## config.mk

```make
export PLATFORM = sky130hd
export DESIGN_NAME = fcc_flash_cmd_ctrl
export DESIGN_NICKNAME = d
export VERILOG_FILES = /design/src/core/fcc_flash_cmd_ctrl.v
export VERILOG_INCLUDE_DIRS = /design/src /design/src/core
export SDC_FILE = /design/constraint.sdc
export NUM_CORES = 1
export LEC_CHECK = 0
export ABC_AREA = 0
export ABC_CLOCK_PERIOD_IN_PS = 6100
export BUFFER_PORTS_ARGS = -buffer_cell sky130_fd_sc_hd__clkbuf_2
export CAP_MARGIN = 15
export CORE_MARGIN = 3
export CORE_UTILIZATION = 35
export CTS_CLUSTER_SIZE = 24
export DETAILED_ROUTE_END_ITERATION = 16
export SETUP_SLACK_MARGIN = 0.1
export SYNTH_ARGS = -nofsm -noshare
export SYNTH_HDL_FRONTEND = slang
export SYNTH_SLANG_ARGS = --single-unit
```

## constraint.sdc

```tcl
create_clock -name clock -period 6.1 [get_ports clock]
set_input_delay 0.915 -clock clock [delete_from_list [all_inputs] [get_ports clock]]
set_output_delay 0.915 -clock clock [all_outputs]
set_load 0.02 [all_outputs]
```

## src/core/fcc_defines.vh

```
// Register map, field positions, reset values and command codes of the flash command controller
// Overview of operation
// - Interrupt on enabled complete or collision flag
// - Keep running in wait; completion wakes
// - Stop entry waits for active command
// - Refuse commands in very low power modes
// - Special mode on a secured part limits commands
// - Array reads need only the address
// - Read during running command sets collision
// - Drop parameter writes while command runs
// - Parameter registers writable in any order
// - Write one clears completion, launches command
// - Error flags block launch until cleared
// - Bad code or address sets access error
// - Program/erase into protected region flags violation
// - Failed checks skip execution, set complete
// - Execution failures set runtime status flag
// - Results stored on the edge that sets completion flag
// - Codes 01, 02, 40 verify and check
// - Codes 03, 41 return four bytes
// - Codes 06, 09, 43 program or erase
// - Code 44 needs no protection; 45 keys
// - Normal mode protection only tightens bitwise
// - Colliding read data invalid, flag set
`ifndef FCC_DEFINES_VH
`define FCC_DEFINES_VH
`define FCC_OFS_STATUS 8'h00
`define FCC_OFS_CONFIG 8'h01
`define FCC_OFS_PARAM0 8'h04
`define FCC_OFS_PARAM_LAST 8'h0F
`define FCC_OFS_PROT0 8'h10
`define FCC_OFS_PROT3 8'h13
`define FCC_ST_CMD_COMPLETE 7
`define FCC_ST_READ_COLLISION 6
`define FCC_ST_ACCESS_ERROR 5
`define FCC_ST_PROTECT_VIOL 4
`define FCC_ST_RUNTIME 0
`define FCC_CFG_CC_IRQ_EN 7
`define FCC_CFG_RC_IRQ_EN 6
`define FCC_RST_CONFIG 8'h00
`define FCC_RST_PROT 32'hFFFFFFFF
`define FCC_CMD_READ1_SECTION 8'h01
`define FCC_CMD_PROGRAM_CHECK 8'h02
`define FCC_CMD_READ_RESOURCE 8'h03
`define FCC_CMD_PROGRAM_LONG 8'h06
`define FCC_CMD_ERASE_SECTOR 8'h09
`define FCC_CMD_READ1_ALL 8'h40
`define FCC_CMD_READ_ONCE 8'h41
`define FCC_CMD_PROGRAM_ONCE 8'h43
`define FCC_CMD_ERASE_ALL 8'h44
`define FCC_CMD_BACKDOOR_KEY 8'h45
`define FCC_MARGIN_MAX 8'h02
`define FCC_ONCE_RECORDS 16
`endif

```

## src/core/fcc_flash_cmd_ctrl.v

```verilog
// Flash command controller: register port, checks, launch, sequencing and collision detection
`timescale 1ns/10ps
`include "fcc_defines.vh"
module fcc_flash_cmd_ctrl #(
  parameter FLASH_BYTES = 131072
) (
  input wire clock,
  input wire resetn,
  input wire [7:0] reg_addr,
  input wire [7:0] reg_wdata,
  input wire reg_wr,
  input wire reg_rd,
  output reg [7:0] reg_rdata,
  input wire special_mode,
  input wire secure,
  input wire very_low_power,
  input wire stop_req,
  output wire stop_ack,
  input wire [31:0] prot_init,
  input wire [63:0] backdoor_key,
  input wire array_rd,
  output wire read_collision,
  output reg op_start,
  output reg [7:0] op_code,
  output reg [23:0] op_addr,
  output reg [31:0] op_data,
  output reg [15:0] op_count,
  output reg [7:0] op_margin,
  input wire op_done,
  input wire op_fail,
  input wire [31:0] op_rdata,
  output reg security_release,
  output wire irq
);

  localparam ST_IDLE = 2'h0;
  localparam ST_CHECK = 2'h1;
  localparam ST_RUN = 2'h2;
  localparam NPARAM = 12;
  localparam [31:0] FLASH_BYTES_W = FLASH_BYTES;
  localparam [31:0] REGION_BYTES_W = FLASH_BYTES_W / 32;
  localparam [23:0] FLASH_SIZE = FLASH_BYTES_W[23:0];
  localparam [23:0] REGION_BYTES = REGION_BYTES_W[23:0];

  reg [1:0] state_reg;
  reg cmd_complete_flag;
  reg read_collision_flag;
  reg access_error_flag;
  reg protect_violation_flag;
  reg runtime_status_flag;
  reg cmd_complete_irq_en;
  reg read_collision_irq_en;
  reg [31:0] region_protect_bits;
  reg prot_loaded_reg;
  reg [15:0] once_used_reg;
  reg [7:0] cmd_param_regs [0:NPARAM-1];

  wire st_wr = reg_wr && (reg_addr == `FCC_OFS_STATUS);
  wire cfg_wr = reg_wr && (reg_addr == `FCC_OFS_CONFIG);
  wire prm_hit = (reg_addr >= `FCC_OFS_PARAM0) && (reg_addr <= `FCC_OFS_PARAM_LAST);
  wire [7:0] prm_rel = reg_addr - `FCC_OFS_PARAM0;
  wire [7:0] prot_rel = reg_addr - `FCC_OFS_PROT0;
  wire prot_hit = (reg_addr >= `FCC_OFS_PROT0) && (reg_addr <= `FCC_OFS_PROT3);
  wire errors_set = access_error_flag || protect_violation_flag;
  // Launch: write one to completion flag, idle, no pending errors, not in low power
  wire launch = st_wr && reg_wdata[`FCC_ST_CMD_COMPLETE] && cmd_complete_flag && !errors_set
    && !very_low_power;

  // Decoded parameters of the command being checked
  wire [7:0] cmd_code_field = cmd_param_regs[0];
  wire [23:0] cmd_addr = {cmd_param_regs[1], cmd_param_regs[2], cmd_param_regs[3]};
  wire [15:0] cmd_count = {cmd_param_regs[4], cmd_param_regs[5]};
  wire [31:0] cmd_word = {cmd_param_regs[4], cmd_param_regs[5], cmd_param_regs[6], cmd_param_regs[7]};
  wire [63:0] cmd_key = {cmd_word, cmd_param_regs[8], cmd_param_regs[9], cmd_param_regs[10], cmd_param_regs[11]};
  wire [23:0] region_w = cmd_addr / REGION_BYTES;
  wire [23:0] end_addr = cmd_addr + {6'h00, cmd_count, 2'h0};
  wire [3:0] once_idx = cmd_param_regs[1][3:0];

  reg known_code;
  reg mode_ok;
  reg param_bad;
  reg protect_bad;
  reg local_cmd;
  always @* begin
    known_code = 1'b1;
    param_bad = 1'b0;
    protect_bad = 1'b0;
    local_cmd = 1'b0;
    // Special mode on a secured part allows only the whole-block commands
    mode_ok = !(special_mode && secure) || (cmd_code_field == `FCC_CMD_READ1_ALL)
      || (cmd_code_field == `FCC_CMD_ERASE_ALL);
    case (cmd_code_field)
      `FCC_CMD_READ1_SECTION: begin
        param_bad = (cmd_addr >= FLASH_SIZE) || (cmd_addr[1:0] != 2'h0) || (cmd_count == 16'h0000)
          || (end_addr > FLASH_SIZE) || (cmd_param_regs[6] > `FCC_MARGIN_MAX);
      end
      `FCC_CMD_PROGRAM_CHECK: begin
        param_bad = (cmd_addr >= FLASH_SIZE) || (cmd_addr[1:0] != 2'h0);
      end
      `FCC_CMD_READ_RESOURCE: begin
        param_bad = (cmd_addr[1:0] != 2'h0);
      end
      `FCC_CMD_PROGRAM_LONG, `FCC_CMD_ERASE_SECTOR: begin
        param_bad = (cmd_addr >= FLASH_SIZE) || (cmd_addr[1:0] != 2'h0);
        protect_bad = !param_bad && !region_protect_bits[region_w[4:0]];
      end
      `FCC_CMD_READ1_ALL: begin
        param_bad = 1'b0;
      end
      `FCC_CMD_READ_ONCE: begin
        param_bad = (cmd_param_regs[1] >= `FCC_ONCE_RECORDS);
      end
      `FCC_CMD_PROGRAM_ONCE: begin
        param_bad = (cmd_param_regs[1] >= `FCC_ONCE_RECORDS) || once_used_reg[once_idx];
      end
      `FCC_CMD_ERASE_ALL: begin
        protect_bad = (region_protect_bits != `FCC_RST_PROT);
      end
      `FCC_CMD_BACKDOOR_KEY: begin
        local_cmd = 1'b1;
        param_bad = (cmd_key != backdoor_key);
      end
      default: begin
        known_code = 1'b0;
      end
    endcase
  end
  wire acc_fail = !known_code || !mode_ok || param_bad;

  // Command sequencer
  always @(posedge clock or negedge resetn) begin
    if (!resetn) begin
      state_reg <= ST_IDLE;
      op_start <= 1'b0;
      op_code <= 8'h00;
      op_addr <= 24'h000000;
      op_data <= 32'h00000000;
      op_count <= 16'h0000;
      op_margin <= 8'h00;
      security_release <= 1'b0;
    end else begin
      op_start <= 1'b0;
      security_release <= 1'b0;
      case (state_reg)
        ST_IDLE: begin
          if (launch) begin
            state_reg <= ST_CHECK;
          end
        end
        ST_CHECK: begin
          if (acc_fail || protect_bad) begin
            state_reg <= ST_IDLE;
          end else if (local_cmd) begin
            security_release <= 1'b1;
            state_reg <= ST_IDLE;
          end else begin
            op_start <= 1'b1;
            op_code <= cmd_code_field;
            op_addr <= cmd_addr;
            op_data <= cmd_word;
            op_count <= cmd_count;
            op_margin <= cmd_param_regs[6];
            state_reg <= ST_RUN;
          end
        end
        ST_RUN: begin
          if (op_done) begin
            security_release <= !op_fail && ((op_code == `FCC_CMD_READ1_ALL) || (op_code == `FCC_CMD_ERASE_ALL));
            state_reg <= ST_IDLE;
          end
        end
        default: begin
          state_reg <= ST_IDLE;
        end
      endcase
    end
  end

  wire check_end = (state_reg == ST_CHECK) && (acc_fail || protect_bad || local_cmd);
  wire run_end = (state_reg == ST_RUN) && op_done;
  wire returns_data = (op_code == `FCC_CMD_READ_RESOURCE) || (op_code == `FCC_CMD_READ_ONCE);

  // Status flags; hardware set wins over a software clear in the same cycle
  always @(posedge clock or negedge resetn) begin
    if (!resetn) begin
      cmd_complete_flag <= 1'b1;
      read_collision_flag <= 1'b0;
      access_error_flag <= 1'b0;
      protect_violation_flag <= 1'b0;
      runtime_status_flag <= 1'b0;
      once_used_reg <= 16'h0000;
    end else begin
      if (launch) begin
        cmd_complete_flag <= 1'b0;
        runtime_status_flag <= 1'b0;
      end else if (check_end || run_end) begin
        cmd_complete_flag <= 1'b1;
      end
      if (check_end && acc_fail) begin
        access_error_flag <= 1'b1;
      end else if (st_wr && reg_wdata[`FCC_ST_ACCESS_ERROR]) begin
        access_error_flag <= 1'b0;
      end
      if (check_end && !acc_fail && protect_bad) begin
        protect_violation_flag <= 1'b1;
      end else if (st_wr && reg_wdata[`FCC_ST_PROTECT_VIOL]) begin
        protect_violation_flag <= 1'b0;
      end
      if (read_collision) begin
        read_collision_flag <= 1'b1;
      end else if (st_wr && reg_wdata[`FCC_ST_READ_COLLISION]) begin
        read_collision_flag <= 1'b0;
      end
      if (run_end && op_fail) begin
        runtime_status_flag <= 1'b1;
      end
      if (run_end && !op_fail && (op_code == `FCC_CMD_PROGRAM_ONCE)) begin
        once_used_reg[op_addr[19:16]] <= 1'b1;
      end
    end
  end

  // Parameter registers: any order while idle, results loaded on the same edge that sets completion
  genvar gi;
  generate
    for (gi = 0; gi < NPARAM; gi = gi + 1) begin : g_param
      always @(posedge clock or negedge resetn) begin
        if (!resetn) begin
          cmd_param_regs[gi] <= 8'h00;
        end else if (run_end && returns_data && (gi >= 4) && (gi <= 7)) begin
          cmd_param_regs[gi] <= op_rdata[((7 - gi) & 3) * 8 + 7 -: 8];
        end else if (reg_wr && prm_hit && (prm_rel == gi) && cmd_complete_flag) begin
          cmd_param_regs[gi] <= reg_wdata;
        end
      end
    end
  endgenerate

  // Configuration and protection registers
  always @(posedge clock or negedge resetn) begin
    if (!resetn) begin
      cmd_complete_irq_en <= 1'b0;
      read_collision_irq_en <= 1'b0;
      region_protect_bits <= `FCC_RST_PROT;
      prot_loaded_reg <= 1'b0;
    end else begin
      if (cfg_wr) begin
        cmd_complete_irq_en <= reg_wdata[`FCC_CFG_CC_IRQ_EN];
        read_collision_irq_en <= reg_wdata[`FCC_CFG_RC_IRQ_EN];
      end
      if (!prot_loaded_reg) begin
        prot_loaded_reg <= 1'b1;
        region_protect_bits <= prot_init;
      end else if (reg_wr && prot_hit && cmd_complete_flag) begin
        case (prot_rel[1:0])
          2'h0: region_protect_bits[31:24] <= special_mode ? reg_wdata : (region_protect_bits[31:24] & reg_wdata);
          2'h1: region_protect_bits[23:16] <= special_mode ? reg_wdata : (region_protect_bits[23:16] & reg_wdata);
          2'h2: region_protect_bits[15:8] <= special_mode ? reg_wdata : (region_protect_bits[15:8] & reg_wdata);
          default: region_protect_bits[7:0] <= special_mode ? reg_wdata : (region_protect_bits[7:0] & reg_wdata);
        endcase
      end
    end
  end

  // Read data stand for the cycle after the strobe only
  reg [7:0] rd_mux;
  always @* begin
    rd_mux = 8'h00;
    if (reg_addr == `FCC_OFS_STATUS) begin
      rd_mux = {cmd_complete_flag, read_collision_flag, access_error_flag, protect_violation_flag,
        3'h0, runtime_status_flag};
    end else if (reg_addr == `FCC_OFS_CONFIG) begin
      rd_mux = {cmd_complete_irq_en, read_collision_irq_en, 6'h00};
    end else if (prm_hit) begin
      rd_mux = cmd_param_regs[prm_rel[3:0]];
    end else if (prot_hit) begin
      case (prot_rel[1:0])
        2'h0: rd_mux = region_protect_bits[31:24];
        2'h1: rd_mux = region_protect_bits[23:16];
        2'h2: rd_mux = region_protect_bits[15:8];
        default: rd_mux = region_protect_bits[7:0];
      endcase
    end
  end

  always @(posedge clock or negedge resetn) begin
    if (!resetn) begin
      reg_rdata <= 8'h00;
    end else begin
      reg_rdata <= reg_rd ? rd_mux : 8'h00;
    end
  end

  // Plain array reads are served by the array from the address alone; only conflicts are flagged
  assign read_collision = array_rd && !cmd_complete_flag;
  // Stop entry is held off until the running command completes
  assign stop_ack = stop_req && cmd_complete_flag;
  // Interrupt does not depend on wait state, so completion can wake the core
  assign irq = (cmd_complete_flag && cmd_complete_irq_en)
    || (read_collision_flag && read_collision_irq_en);

endmodule

```

; ---- Word level (Yosys, flattened, before mapping)
; Cells that the tools add are included.
[op_classes]
n_div = 0
n_addsub = 3
shift = 0
n_mul = 0
mux = 59
magnitude_cmp = 13
eq_ne = 40
n_reduce_logical = 106
bitwise = 8
[op_table]
columns = op, count
row1 = $mux W8, 23
row2 = $eq A8 B7 Y1 const B, 9
row3 = $mux W32, 2
row4 = $ne A64 B64 Y1, 1
row5 = $logic_and A1 B1 Y1, 55
row6 = $eq A8 B2 Y1 const B, 5
row7 = $eq A8 B3 Y1 const B, 5
row8 = $eq A8 B4 Y1 const B, 5
row9 = $and A8 B8 Y8, 4
row10 = $bmux W8 S4, 1
row11 = $ne A32 B32 Y1 const B, 1
row12 = $add A24 B18 Y24, 1
row13 = $eq A8 B1 Y1 const B, 3
row14 = $ge A24 B18 Y1 const B, 1
row15 = $gt A24 B18 Y1 const B, 1
row16 = $pmux W8 S3, 1
row17 = $mux W1, 21
row18 = $reduce_bool A2 Y1, 10
row19 = $ge A8 B5 Y1 const B, 2
row20 = $logic_not A16 Y1, 1
row21 = $logic_not A8 Y1, 2
row22 = $logic_or A1 B1 Y1, 16
row23 = $or A16 B16 Y16, 1
row24 = $logic_not A1 Y1, 10
row25 = other kinds (29), 48
[word_totals]
input_bits = 155
romBits = 0
out_inout_bits = 101
ram_bits = 0
mem_count = 0
regBits = 252
wordCells = 263
latchBits = 0

; ---- Logic depth before layout (Yosys ltp)
[depth]
ltp_word = 13
mapped_depth = 14
mapped_depth_nobuf = 12

; ---- Least setup slack after synthesis
; OpenSTA, ideal clock, no wires.
[synth_timing]
kind = reg-to-reg
start = reg cmd_param_regs, in the netlist cmd_count[0]
end = reg op_addr[10]
path_buffers = 2
setup_time_ns = 0.125
stages_incl_launch_ff = 15
setup_slack_ns = 2.746
arrival_time_ns = 3.229
path_cell_list = dfrtp_1 -> ha_1 -> inv_1 -> fa_1 -> nor2b_1 -> o2111ai_1 -> a211o_1 -> and3_1 -> nor4_1 -> nand4_1 -> a31oi_4 -> nand3_2 -> buf_6 -> buf_6 -> mux2_4
[synth_between]
elab_chain_len = 9
elab_cells_between_ends = 12
[synth_rtl]
columns = element, line_no
row1 = from (decl), fcc_flash_cmd_ctrl.v:56  ; reg [7:0] cmd_param_regs [0:NPARAM-1];
row2 = "from (signal, indexed assignment)", fcc_flash_cmd_ctrl.v:231  ; cmd_param_regs[gi] <= op_rdata[((7 - gi) & 3) * 8 + 7 -: 8];
row3 = "from (signal, indexed assignment)", fcc_flash_cmd_ctrl.v:233  ; cmd_param_regs[gi] <= reg_wdata;
row4 = $add A24 B18 Y24 or $logic_not A16 Y1 (tied branches), "fcc_flash_cmd_ctrl.v:76, fcc_flash_cmd_ctrl.v:94"
row5 = $gt A24 B18 Y1 or $logic_or A1 B1 Y1 (tied branches), "fcc_flash_cmd_ctrl.v:95, fcc_flash_cmd_ctrl.v:94"
row6 = $logic_or A1 B1 Y1, fcc_flash_cmd_ctrl.v:95  ; || (end_addr > FLASH_SIZE) || (cmd_param_regs[6] > `FCC_MARGIN_MAX);
row7 = $logic_or A1 B1 Y1, fcc_flash_cmd_ctrl.v:94  ; param_bad = (cmd_addr >= FLASH_SIZE) || (cmd_addr[1:0] != 2'h0) || (cmd_count == 16'h0000)
row8 = $pmux W1 S6 *, fcc_flash_cmd_ctrl.v:92  ; case (cmd_code_field)
row9 = $logic_or A1 B1 Y1 *, fcc_flash_cmd_ctrl.v:128  ; wire acc_fail = !known_code || !mode_ok || param_bad;
row10 = $logic_or A1 B1 Y1 *, fcc_flash_cmd_ctrl.v:151  ; if (acc_fail || protect_bad) begin
row11 = $not A1 Y1 (no source line) *, -
row12 = $reduce_and A3 Y1 (no source line) *, -
row13 = to (signal assigned), fcc_flash_cmd_ctrl.v:159  ; op_addr <= cmd_addr;
row14 = to (decl), fcc_flash_cmd_ctrl.v:25  ; output reg [23:0] op_addr,
; Mark *: on every way between the ends. The rest lies on a longest branch, timed or not.
; A chain may end at the register's enable or synchronous reset.

; ---- Final worst setup path
[layout_timing]
start = reg cmd_param_regs, in the netlist cmd_count[0]
end = reg op_addr[13]
; Same word-level chain as after synthesis.

==> impl_metrics.csv <==
group,metric,value,unit
global_routing,grt_max_degree,142,
yosys,synth-async-reset-ratio,100.0,%
drt,via_per_inst,5.756,
floorplanning,io_pins,256,
yosys,synthFlopType,"dfrtp_1",
timing,setup_viol,0,
global_routing,grt_pass1_wl,68520,microns
global_routing,first_global_vias,10440,
timing,worst_slack,1.577,ns
clock_tree,cts_tree,"yes",
drt,antenna_left,0,
yosys,ys_types,70,
floorplanning,die_y,199.8,microns
critical_path,arrival,4.94,ns
floorplanning,start_util,35.72,%
clock_tree,cts.clk_slew.worst_paths,0.06,ns
power,leakagePower,7.538,nW
run_status,status,"complete, no violations",
floorplanning,row_count,70,
yosys,yosys.area.top_type,"dfrtp_1",
critical_path,path_class,"reg2reg",
timing,clock_skew,0.007295,ns
final_layout,largest_reg_flops,48,
drt,drt-total-wl,47100,microns
yosys,synth_edf_count,0,
yosys,synth_area,0.01314,sq mm
clock_tree,numCtsBuffers,26,
clock_tree,cts.path.max_buffers,3,
yosys,synth_area_leaders,"dfrtp_1, mux2_2, mux4_2, dfstp_2, xnor2_1",
yosys,yosys_warnings,0,
clock_tree,ctsHoldBuffers,0,
final_layout,most-common-layout-cells,"clkbuf_2, dfrtp_1, nor2_1",
power,ir_drop,0.0001558,V
critical_path,rr_endpoint,"op_addr[13]",
final_layout,regArea,0.005747,sq mm
power,powerDensity,229.3,mW/mm^2
placement,dp_hpwl,35730,microns
final_layout,final_common_cell,"clkbuf_2",
timing,final_max_slew_viol_count,0,
global_routing,grt_util_all_layers,23.15,%
drt,drc,0,
critical_path,rrSetupSlack,1.58,ns
floorplanning,die_area,0.03990,sq mm
global_routing,antenna_found_initial,1,
final_layout,drive_gt1_share,38.78,%
timing,worst_hold_slack,0.3569,ns
drt,vias,10550,
critical_path,worstReg2RegStart,"cmd_count[0]",
yosys,syn_area_per_cell,11.49,sq um
final_layout,area_growth,17.66,%
timing,slew_headroom,28.38,%
timing,fmax,221.1,MHz
timing,rsz0062_at_grt,"false",
power,power.total,3.546,mW
placement,place_congestion,0.9239,
timing,period_share,74.14,%
critical_path,critPathLaunch,"cmd_count[0]",
yosys,synth_seq_cells,228,
floorplanning,core_area,0.03679,sq mm
global_routing,grt_overflow,0,
timing,tightest_slew,1.074,ns
final_layout,multi_input_area,0.006844,sq mm
timing,min_period,4.523,ns
drt,drt_iter0_markers,1141,
critical_path,critPathRequiredTime,6.51,ns
timing,hold_viol_final,0,
timing,final.setup.tns,0,ns
yosys,yosysSeqAreaShare,43.73,%
clock_tree,cts-resized-gates,0,
clock_tree,cts.sinks,228,
drt,wl_per_cell,25.70,microns
final_layout,n_fill_cell,3505,
critical_path,crit_fanout,65,
clock_tree,htree_levels,1,
flow_run,maxCapViolations,0,
final_layout,fin_nets,1525,
critical_path,worstSetupEndpointType,"flip-flop",
placement,place_ws,1.691,ns
yosys,synth_cells,1144,
critical_path,crit_path_start_kind,"flip-flop",
clock_tree,cts_setup_buffers,0,
placement,port_buffers,255,
clock_tree,clock_latency,0.53,ns
yosys,syn-num-nets,1325,
min_path,hold_class,"in2async",
clock_tree,cts_root_buf,"clkbuf_16",
critical_path,reg2reg_depth,13,
floorplanning,fp.dieW,199.8,microns
yosys,synth.top_cell.area_share,37.14,%
drt,drt_pass1_iterations,5,
==> worst max path at each step <==
stage                       end  slack, ns  cells past startpoint
CTS                 op_addr[10]       1.66                     13
finish              op_addr[13]       1.58                     13
detailed placement  op_addr[23]       1.69                     13
global placement     op_addr[8]       1.74                     13
global route        op_addr[13]       1.41                     13
floorplan           op_addr[10]       2.75                     14
==> layer usage <==
metal,up-vias,GRT usage (%),part of all wire (%)
met5,-,0,0
met4,0,5.428,2.3
met3,68,7.469,11
met2,530,35.05,44
met1,5345,32.56,43
li1,4608,-,-
==> power breakdown <==
group / switching [mW] / internal [mW]
clock network: 0.642 / 0.899
logic: 0.191 / 0.161
registers: 0.0799 / 1.57
==> kinds of logic (layout without fill, tap and decap cells) <==
kind of cell,after synthesis,after routing,share of synthesized area (%)
simple gates,296,296,11.06
compound gates,191,191,10.48
buf+inv,112,332,4.256
mux,219,219,23.18
fa+ha+maj,26,26,2.533
xor+xnor,71,71,4.732
flops,228,228,43.73
other cells,1,2,0.02854
==> metrics by stage <==
stage,cell area (sq um),cells,utilization (%)
final,15460,1833,42.03
after global routing,15460,1833,42.03
after CTS,15460,1832,42.02
after detailed placement,14610,1784,39.73
after global placement,14610,1784,39.73
after floorplan,13140,1144,-
==> cells in the mapped netlist (3+ instances only) <==
library cell  count
ha_1             25
o22ai_1           3
dfstp_2          33
buf_1             3
nand4_1          32
o21ai_0          20
buf_6             5
and2_1            9
a211o_1           4
nor3_1            7
buf_2             5
buf_4            25
nor2_1          111
o21bai_1         12
a31oi_1           3
dfrtp_1         195
mux2_4           35
a22o_1            3
or3_1             6
o211a_1           5
a211oi_1          9
clkbuf_1         52
nor2b_1          16
a22oi_1          10
nor3b_1           4
nor4_1           19
or4_1             3
a41oi_1           3
a31o_2            5
mux4_2           44
nand4b_1          3
nand2_1          59
a21o_1            7
nand3_1           8
xnor2_1          68
a21oi_1          58
mux2i_1          38
xor2_1            3
nor4b_1           4
inv_1            20
a221o_1          30
and3_1            5
mux2_2          102
==> final cells by class <==
cell class / instances / share of cell area [%]
clock buffer: 42 / 5.187
antenna: 1 / 0.01619
timing repair buffer: 263 / 8.789
inverter: 21 / 0.5098
sequential: 228 / 37.17
multi-input combinational: 804 / 44.27
clock inverter: 6 / 0.2751
tap: 468 / 3.787
==> critical path, cell delays in order, from the launching register on <==
cell and delay, ns:
dfrtp_1 0.59, ha_1 0.24, inv_1 0.06, fa_1 0.40, nor2b_1 0.29, o2111ai_1 0.24, a211o_1 0.39, and3_1 0.19
nor4_1 0.32, nand4_1 0.24, a31oi_4 0.38, nand3_4 0.11, buf_4 0.40, mux2_4 0.44
No activity file was read; power rests on OpenSTA's default activity.
